### src/pkg/codec_regs_pkg.sv
/*
 * Shared constants and carrier types for the codec level-control, synthesiser
 * and input-routing control registers.
 * Assumes one clock, a synchronous active-high reset and 7-bit register addresses.
 */
package codec_regs_pkg;

    // ==========================================================================
    // Bus geometry.
    localparam int ADDR_W   = 7;
    localparam int DATA_W   = 16;
    localparam int FIELD_W  = 9;
    localparam int NUM_REGS = 10;
    localparam int IDX_W    = 4;

    typedef logic [FIELD_W-1:0] field_t;
    typedef logic [ADDR_W-1:0]  addr_t;

    // ==========================================================================
    // Register offsets.
    localparam addr_t LEVEL_TARGET_CTRL_ADDR   = 7'h21;
    localparam addr_t ALC_MODE_TIMING_ADDR     = 7'h22;
    localparam addr_t NOISE_GATE_CTRL_ADDR     = 7'h23;
    localparam addr_t PLL_CTRL_ADDR            = 7'h24;
    localparam addr_t PLL_FRAC_HIGH_ADDR       = 7'h25;
    localparam addr_t PLL_FRAC_MID_ADDR        = 7'h26;
    localparam addr_t PLL_FRAC_LOW_ADDR        = 7'h27;
    localparam addr_t ALC_ZERO_CROSS_CTRL_ADDR = 7'h2a;
    localparam addr_t INPUT_ROUTING_CTRL_ADDR  = 7'h2c;
    localparam addr_t INPUT_GAIN_CTRL_ADDR     = 7'h2d;

    // ==========================================================================
    // Register indices, in the order of the address table.
    localparam int IDX_LEVEL   = 0;
    localparam int IDX_TIMING  = 1;
    localparam int IDX_GATE    = 2;
    localparam int IDX_PLL     = 3;
    localparam int IDX_FRAC_HI = 4;
    localparam int IDX_FRAC_MD = 5;
    localparam int IDX_FRAC_LO = 6;
    localparam int IDX_ALC_ZC  = 7;
    localparam int IDX_ROUTING = 8;
    localparam int IDX_GAIN    = 9;

    localparam addr_t REG_ADDR [NUM_REGS] = '{
        LEVEL_TARGET_CTRL_ADDR, ALC_MODE_TIMING_ADDR, NOISE_GATE_CTRL_ADDR,
        PLL_CTRL_ADDR, PLL_FRAC_HIGH_ADDR, PLL_FRAC_MID_ADDR, PLL_FRAC_LOW_ADDR,
        ALC_ZERO_CROSS_CTRL_ADDR, INPUT_ROUTING_CTRL_ADDR, INPUT_GAIN_CTRL_ADDR};

    // Implemented bits of each register; all others are reserved.
    localparam field_t REG_MASK [NUM_REGS] = '{
        9'h00f, 9'h1ff, 9'h00f, 9'h0ff, 9'h03f,
        9'h1ff, 9'h1ff, 9'h002, 9'h10f, 9'h0c0};

    // Values after reset.
    localparam field_t REG_RESET [NUM_REGS] = '{
        9'h00b, 9'h032, 9'h000, 9'h04c, 9'h00c,
        9'h093, 9'h0e9, 9'h000, 9'h002, 9'h040};

    // ==========================================================================
    // Field positions.
    localparam int LOOP_MODE_BIT  = 8;
    localparam int RISE_LSB       = 4;
    localparam int GATE_EN_BIT    = 3;
    localparam int POWER_OFF_BIT  = 7;
    localparam int FRAC_EN_BIT    = 6;
    localparam int PRESCALE_LSB   = 4;
    localparam int LOOP_ZC_BIT    = 1;
    localparam int BIAS_SEL_BIT   = 8;
    localparam int AUX_MODE_BIT   = 3;
    localparam int AUX_TO_PGA_BIT = 2;
    localparam int MIC_NEG_BIT    = 1;
    localparam int MIC_POS_BIT    = 0;
    localparam int GAIN_ZC_BIT    = 7;
    localparam int GAIN_MUTE_BIT  = 6;

    // Open bounds of the legal integer ratio.
    localparam logic [3:0] RATIO_LOW_EXCL  = 4'h5;
    localparam logic [3:0] RATIO_HIGH_EXCL = 4'hd;

    // ==========================================================================
    // Carrier types.
    typedef struct packed {
        logic [3:0] level_target;
        logic       level_loop_mode;
        logic [3:0] gain_rise_time;
        logic [3:0] gain_fall_time;
        logic       gate_enable;
        logic [2:0] gate_threshold;
        logic       level_loop_zero_cross;
    } alc_cfg_s;

    typedef struct packed {
        logic        synth_power_off;
        logic        fractional_divide_enable;
        logic [1:0]  synth_input_prescale;
        logic [3:0]  synth_integer_ratio;
        logic [23:0] synth_fraction_ratio;
    } pll_cfg_s;

    typedef struct packed {
        logic mic_bias_level_select;
        logic aux_amp_mode;
        logic aux_to_gain_stage;
        logic mic_neg_to_gain_stage;
        logic mic_pos_to_gain_stage;
        logic input_gain_zero_cross;
        logic input_gain_mute;
    } input_cfg_s;

    // Reference conditioning: doubling, or a right shift by div_log2.
    typedef struct packed {
        logic       mult2;
        logic [1:0] div_log2;
    } prescale_s;

endpackage

### src/verilog/codec_alc_pll_input_regs.sv
/*
 * Control register bank for level control, noise gate, frequency synthesiser,
 * microphone bias and input routing, with the input gain update gate.
 * Assumes a simple synchronous register port fed by the serial control
 * interface, and zero-crossing and gain-write pulses from the analog side.
 */
`timescale 1ns/1ns

module codec_alc_pll_input_regs (
    input  wire logic                     core_clk,
    input  wire logic                     reset,
    input  wire logic                     reg_wr_en,
    input  wire logic                     reg_rd_en,
    input  wire codec_regs_pkg::addr_t    reg_addr,
    input  wire logic [15:0]              reg_wdata,
    output logic [15:0]                   reg_rdata,
    output logic                          reg_rd_valid,
    input  wire logic                     gain_vol_written,
    input  wire logic                     zero_cross_seen,
    output codec_regs_pkg::alc_cfg_s      alc_cfg,
    output codec_regs_pkg::pll_cfg_s      pll_cfg,
    output codec_regs_pkg::input_cfg_s    input_cfg,
    output codec_regs_pkg::prescale_s     synth_prescale,
    output logic                          synth_ratio_ok,
    output logic                          gain_apply
);

    // ==========================================================================
    // Address decode.
    function automatic logic [3:0] reg_index(input codec_regs_pkg::addr_t addr);
        logic [3:0] idx;
        idx = 4'(codec_regs_pkg::NUM_REGS);
        for (int i = 0; i < codec_regs_pkg::NUM_REGS; i++) begin
            if (addr == codec_regs_pkg::REG_ADDR[i]) begin
                idx = 4'(i);
            end
        end
        return idx;
    endfunction

    // ==========================================================================
    // Prescale decode.
    function automatic codec_regs_pkg::prescale_s decode_prescale(input logic [1:0] code);
        codec_regs_pkg::prescale_s p;
        p.mult2    = (code == 2'b00);
        p.div_log2 = (code == 2'b00) ? 2'h0 : 2'(code - 2'b01);
        return p;
    endfunction

    codec_regs_pkg::field_t field_q [codec_regs_pkg::NUM_REGS];
    logic [3:0]             wr_idx;
    logic [3:0]             rd_idx;
    logic                   gain_pending;

    assign wr_idx = reg_index(reg_addr);
    assign rd_idx = reg_index(reg_addr);

    // ==========================================================================
    // Register storage.
    for (genvar g = 0; g < codec_regs_pkg::NUM_REGS; g++) begin : g_regs
        ctrl_field_reg #(
            .MASK        (codec_regs_pkg::REG_MASK[g]),
            .RESET_VALUE (codec_regs_pkg::REG_RESET[g])
        ) u_reg (
            .core_clk  (core_clk),
            .reset     (reset),
            .wr_en     (reg_wr_en && (wr_idx == 4'(g))),
            .wdata     (reg_wdata[8:0]),
            .value_reg (field_q[g])
        );
    end

    // ==========================================================================
    // Read port; unmapped addresses and reserved bits read zero.
    always_ff @(posedge core_clk) begin
        if (reset) begin
            reg_rdata <= 16'h0000;
        end else if (reg_rd_en) begin
            if (rd_idx < 4'(codec_regs_pkg::NUM_REGS)) begin
                reg_rdata <= {7'h00, field_q[rd_idx]};
            end else begin
                reg_rdata <= 16'h0000;
            end
        end
    end

    always_ff @(posedge core_clk) begin
        if (reset) begin
            reg_rd_valid <= 1'b0;
        end else begin
            reg_rd_valid <= reg_rd_en;
        end
    end

    // ==========================================================================
    // Level control fields.
    assign alc_cfg.level_target    = field_q[codec_regs_pkg::IDX_LEVEL][3:0];
    assign alc_cfg.level_loop_mode =
        field_q[codec_regs_pkg::IDX_TIMING][codec_regs_pkg::LOOP_MODE_BIT];
    assign alc_cfg.gain_rise_time  =
        field_q[codec_regs_pkg::IDX_TIMING][codec_regs_pkg::RISE_LSB +: 4];
    assign alc_cfg.gain_fall_time  = field_q[codec_regs_pkg::IDX_TIMING][3:0];
    assign alc_cfg.gate_enable     =
        field_q[codec_regs_pkg::IDX_GATE][codec_regs_pkg::GATE_EN_BIT];
    assign alc_cfg.gate_threshold  = field_q[codec_regs_pkg::IDX_GATE][2:0];
    assign alc_cfg.level_loop_zero_cross =
        field_q[codec_regs_pkg::IDX_ALC_ZC][codec_regs_pkg::LOOP_ZC_BIT];

    // ==========================================================================
    // Synthesiser fields.
    assign pll_cfg.synth_power_off =
        field_q[codec_regs_pkg::IDX_PLL][codec_regs_pkg::POWER_OFF_BIT];
    assign pll_cfg.fractional_divide_enable =
        field_q[codec_regs_pkg::IDX_PLL][codec_regs_pkg::FRAC_EN_BIT];
    assign pll_cfg.synth_input_prescale =
        field_q[codec_regs_pkg::IDX_PLL][codec_regs_pkg::PRESCALE_LSB +: 2];
    assign pll_cfg.synth_integer_ratio = field_q[codec_regs_pkg::IDX_PLL][3:0];
    assign pll_cfg.synth_fraction_ratio = {
        field_q[codec_regs_pkg::IDX_FRAC_HI][5:0],
        field_q[codec_regs_pkg::IDX_FRAC_MD],
        field_q[codec_regs_pkg::IDX_FRAC_LO]};

    always_ff @(posedge core_clk) begin
        if (reset) begin
            synth_prescale <= decode_prescale(codec_regs_pkg::REG_RESET[codec_regs_pkg::IDX_PLL]
                                              [codec_regs_pkg::PRESCALE_LSB +: 2]);
        end else begin
            synth_prescale <= decode_prescale(pll_cfg.synth_input_prescale);
        end
    end

    // The analog side relies on software keeping the ratio legal; this flags it.
    always_ff @(posedge core_clk) begin
        if (reset) begin
            synth_ratio_ok <= 1'b1;
        end else begin
            synth_ratio_ok <= (pll_cfg.synth_integer_ratio > codec_regs_pkg::RATIO_LOW_EXCL) &&
                              (pll_cfg.synth_integer_ratio < codec_regs_pkg::RATIO_HIGH_EXCL);
        end
    end

    // ==========================================================================
    // Input routing and gain stage fields.
    assign input_cfg.mic_bias_level_select =
        field_q[codec_regs_pkg::IDX_ROUTING][codec_regs_pkg::BIAS_SEL_BIT];
    assign input_cfg.aux_amp_mode =
        field_q[codec_regs_pkg::IDX_ROUTING][codec_regs_pkg::AUX_MODE_BIT];
    assign input_cfg.aux_to_gain_stage =
        field_q[codec_regs_pkg::IDX_ROUTING][codec_regs_pkg::AUX_TO_PGA_BIT];
    assign input_cfg.mic_neg_to_gain_stage =
        field_q[codec_regs_pkg::IDX_ROUTING][codec_regs_pkg::MIC_NEG_BIT];
    assign input_cfg.mic_pos_to_gain_stage =
        field_q[codec_regs_pkg::IDX_ROUTING][codec_regs_pkg::MIC_POS_BIT];
    assign input_cfg.input_gain_zero_cross =
        field_q[codec_regs_pkg::IDX_GAIN][codec_regs_pkg::GAIN_ZC_BIT];
    assign input_cfg.input_gain_mute =
        field_q[codec_regs_pkg::IDX_GAIN][codec_regs_pkg::GAIN_MUTE_BIT];

    gain_zero_cross_gate u_gain_gate (
        .core_clk          (core_clk),
        .reset             (reset),
        .zero_cross_enable (input_cfg.input_gain_zero_cross),
        .gain_written      (gain_vol_written),
        .zero_cross_seen   (zero_cross_seen),
        .pending_reg       (gain_pending),
        .apply_reg         (gain_apply)
    );

    logic wr_timing;
    logic wr_gate;
    logic wr_routing;
    assign wr_timing  = reg_wr_en && (reg_addr == codec_regs_pkg::ALC_MODE_TIMING_ADDR);
    assign wr_gate    = reg_wr_en && (reg_addr == codec_regs_pkg::NOISE_GATE_CTRL_ADDR);
    assign wr_routing = reg_wr_en && (reg_addr == codec_regs_pkg::INPUT_ROUTING_CTRL_ADDR);
endmodule

### src/verilog/ctrl_field_reg.sv
/*
 * One control register: masked storage with a reset value.
 * Assumes the write strobe is already decoded for this register.
 */
`timescale 1ns/1ns
module ctrl_field_reg #(
    parameter codec_regs_pkg::field_t MASK        = 9'h1ff,
    parameter codec_regs_pkg::field_t RESET_VALUE = 9'h000
) (
    input  wire logic                   core_clk,
    input  wire logic                   reset,
    input  wire logic                   wr_en,
    input  wire codec_regs_pkg::field_t wdata,
    output codec_regs_pkg::field_t      value_reg
);

    // ==========================================================================
    // Storage; reserved bits never leave zero.
    always_ff @(posedge core_clk) begin
        if (reset) begin
            value_reg <= RESET_VALUE & MASK;
        end else if (wr_en) begin
            value_reg <= wdata & MASK;
        end
    end

endmodule

### src/verilog/gain_zero_cross_gate.sv
/*
 * Decides when a new input gain is applied: at once, or at the first
 * zero crossing after the gain write.
 * Assumes one-cycle pulses for the gain write and the zero crossing.
 */
`timescale 1ns/1ns
module gain_zero_cross_gate (
    input  wire logic core_clk,
    input  wire logic reset,
    input  wire logic zero_cross_enable,
    input  wire logic gain_written,
    input  wire logic zero_cross_seen,
    output logic      pending_reg,
    output logic      apply_reg
);

    // ==========================================================================
    // A later write re-arms the wait; the write wins over the clear.
    always_ff @(posedge core_clk) begin
        if (reset) begin
            pending_reg <= 1'b0;
        end else if (gain_written && zero_cross_enable) begin
            pending_reg <= 1'b1;
        end else if (zero_cross_seen || !zero_cross_enable) begin
            pending_reg <= 1'b0;
        end
    end

    // ==========================================================================
    // Apply pulse.
    always_ff @(posedge core_clk) begin
        if (reset) begin
            apply_reg <= 1'b0;
        end else begin
            apply_reg <= (gain_written && !zero_cross_enable) ||
                         (pending_reg && (zero_cross_seen || !zero_cross_enable));
        end
    end

endmodule
### config.mk
export PLATFORM = sky130hd
export DESIGN_NAME = codec_alc_pll_input_regs
export DESIGN_NICKNAME = d
export VERILOG_FILES = /design/src/pkg/codec_regs_pkg.sv /design/src/verilog/codec_alc_pll_input_regs.sv /design/src/verilog/ctrl_field_reg.sv /design/src/verilog/gain_zero_cross_gate.sv
export SDC_FILE = /design/constraint.sdc
export NUM_CORES = 1
export LEC_CHECK = 0
export BUFFER_PORTS_ARGS = -buffer_cell sky130_fd_sc_hd__clkbuf_2
export CORE_MARGIN = 4
export CORE_UTILIZATION = 55
export CTS_CLUSTER_SIZE = 40
export DETAILED_ROUTE_END_ITERATION = 7
export GPL_ROUTABILITY_DRIVEN = 0
export PLACE_DENSITY = 0.86
export REMOVE_ABC_BUFFERS = 1
export SKIP_LAST_GASP = 1
export SLEW_MARGIN = 10
export SYNTH_ARGS = -nofsm -noshare
export SYNTH_HDL_FRONTEND = slang
export SYNTH_SLANG_ARGS = --single-unit
### constraint.sdc
create_clock -name core_clk -period 3.8 [get_ports core_clk]
set_clock_uncertainty 0.05 [all_clocks]
set_input_delay 0.38 -clock core_clk [delete_from_list [all_inputs] [get_ports core_clk]]
set_output_delay 0.38 -clock core_clk [all_outputs]
set_load 0.03 [all_outputs]
==> results by group <==
Timing
  – RSZ-0062 raised after global routing: false
  – Fin crit share: 67.3%
  – FMAX: 0.391 GHz
  – Slew headroom: 53.1%
  – Period minus WS final: 2.56 ns
  – Slew @ Worst Pin: 0.701 ns
  – PnR worst setup slack: 1.24 ns
  – Final Setup Violations: 0
  – Pins Over Slew Limit: 0
  – Fin. Hold Viols: 0
  – Setup TNS: 0 ns

Clocking
  – Cts bufs inserted: 9
  – Worst-skew pair later-pin latency: 0.35 ns
  – # hold bufs at CTS: 0
  – Clock Path Buffers: 2
  – Htree depth: 3
  – Clock sink total: 73
  – Clock-pin slew on the worst setup and hold paths: 0.08 ns
  – Clock root buffer: clkbuf_8
  – CTS tree: done
  – Number of setup buffers added after CTS: 0
  – Cts repair resizes: 0

Cells and area
  – Syn-to-layout area delta: 17.8%
  – Max reg flops: 57
  – Antenna Cells: 0
  – Finished Layout Cells: 581
  – Fin nets: 529
  – Fillers: 518
  – Share of layout cells above drive strength 1: 25.0%

Detailed routing
  – Remaining antenna violation count: 0
  – Iter 0 DRT Violations: 412
  – Routed vias/inst: 6.01
  – DRC viols: 0
  – Drt pass-1 iters: 5
  – Detailed-route via count: 3491
  – DR WL/cell: 18.0 µm
  – Total wire length: 10400 µm

GRT
  – Gr usage total: 26.8%
  – Initial antenna violation count: 0
  – Pin count of the biggest net entering global routing: 48
  – Congestion Overflow GR: 0
  – Vias in the first global route: 3276
  – First-pass GRT wire length: 16300 µm

Synthesis
  – Largest family of logic cells by synthesized area: simple AND/OR/NAND/NOR gates
  – Seq/Total Area, Yosys: 40.8%
  – Fraction of registers with async set/reset: 0%
  – Post-synthesis simple-gate area fraction: 23.6%
  – Ys Warns: 0
  – EDFF count, synth: 0
  – Mean post-synth cell area: 8.54 µm²
  – Post-Synthesis Cells: 420
  – Netlist Area Pre-Place: 0.00359 mm²
  – Synth cell count leaders: dfxtp_1 (73), nor2_1 (56), nand2_1 (35)
  – Compound-Gate Fraction of Synth Area: 20.1%
  – Top cells by area, synth: dfxtp_1 (41%), mux2i_1 (7.0%), nor2_1 (5.9%), a211o_1 (4.9%), a21oi_1 (4.6%)
  – #FFs+latches synth: 73
  – Most numerous cell in the Yosys netlist: dfxtp_1
  – Main flop type after synthesis: dfxtp_1
  – Xor/xnor share of the synthesized area: 0.488%
  – Synth Area in Adders: 0.349%
  – Yosys cell types: 54
  – Leading area contributor after synthesis: dfxtp_1
  – Synth top area share: 40.8%
  – Multiplexer share of the synthesized area: 8.03%

Floorplan
  – Die Y: 88.7 µm
  – Die W: 88.7 µm
  – Initial cell density of the core: 56.5%
  – Die Area: 0.00788 mm²
  – Std-Cell Rows: 29
  – Boundary pin count: 108
  – Core area: 0.00635 mm²

Run
  – Max Cap Violations: 0

Power
  – Pwr Density: 374 mW/mm²
  – Peak VDD IR: 0.207 mV
  – Leak: 0.00175 µW
  – Design Power: 1580 µW

Placement
  – Total placed cells including tap cells: 565
  – Port Buf Inserts: 93
  – HPWL Detailed: 7220 µm
  – Dpl ws: 0.928 ns

Setup path
  – Startpoint types: input port
  – Crit path DAT: 2.75 ns
  – CP endpoint kind: flop
  – Critical-path maximum fanout: 27
  – Critical Path RT: 3.99 ns
  – Critical path class: in2reg

Hold path
  – Worst Hold Class: in2reg

Outcome
  – Outcome: finished, final reports clean
-- final cells by class --
type                            instances  area (µm²)  area share [%]
Multi-Input combinational cell        309        1920            45.4
Sequential cell                        73        1460            34.6
Clock inverter                          5        78.8            1.87
Tap cell                               77        96.3            2.28
Timing Repair Buffer                   97         495            11.7
Clock buffer                           11         141            3.35
Inverter                                9        33.8           0.800
-- through the flow --
step                      util [%]  hold slack [ns]  instance area, µm²
after floorplan                  -            0.399                3410
after global placement        63.0            0.405                4000
after detailed placement      63.0            0.414                4000
after CTS                     66.5            0.226                4220
after global routing          66.5            0.257                4220
final                         66.5            0.224                4220
-- cells by family after synthesis --
group                    after synthesis
other                                  1
buffers and inverters                 44
adder cells (fa/ha/maj)                1
AND/OR/NAND/NOR                      164
flip-flops                            73
multiplexers                          28
XOR/XNOR                               2
AO/OA/AOI/OAI                        107
-- power breakdown --
group	total (µW)	internal [µW]	switching, µW
Sequential	767	766	1.09
Combinational	136	40.1	95.7
Clock	675	387	288
Total	1580	1190	385
-- worst paths after layout --
kind              slack, ns                    startpoint  cells past startpoint                           end
setup / recovery       1.24                   reg_addr[3]                      7  g_regs[3].u_reg.value_reg[2]
hold / removal         0.22               zero_cross_seen                      3         u_gain_gate.apply_reg
setup reg to reg       2.44  g_regs[3].u_reg.value_reg[1]                      4                  reg_rdata[1]
hold reg to reg        0.42                  reg_rdata[8]                      2                  reg_rdata[8]
-- worst max-delay path: stages --
cell and delay [ns]:
clkbuf_2 0.31, nand2b_1 0.41, mux2_4 0.40, nor3_4 0.27, and3_1 0.59, nor2b_1 0.10, a211o_1 0.28
-- routing by layer --
| metal | up-vias | GRT usage [%] | share of wire (%) |
|---|---|---|---|
| met2 | 172 | 43.0 | 49 |
| met4 | 0 | 11.3 | 2.5 |
| met1 | 1664 | 34.7 | 41 |
| li1 | 1628 | - | - |
| met5 | - | 0 | 0 |
| met3 | 27 | 6.05 | 7.5 |
-- cells in the final DEF, fill, tap and decap left out, types with 5 or more instances in the layout --
master,n
nor2b_1,20
a211o_1,20
and2_1,5
mux2i_1,25
dfxtp_1,73
nand3_1,7
inv_1,8
conb_1,7
nand2_1,35
clkbuf_8,10
o21ai_0,18
a22oi_1,8
clkbuf_2,93
a21oi_1,33
nand2b_1,7
o22ai_1,6
nor2_1,56
No activity file was read; power rests on OpenSTA's default activity.
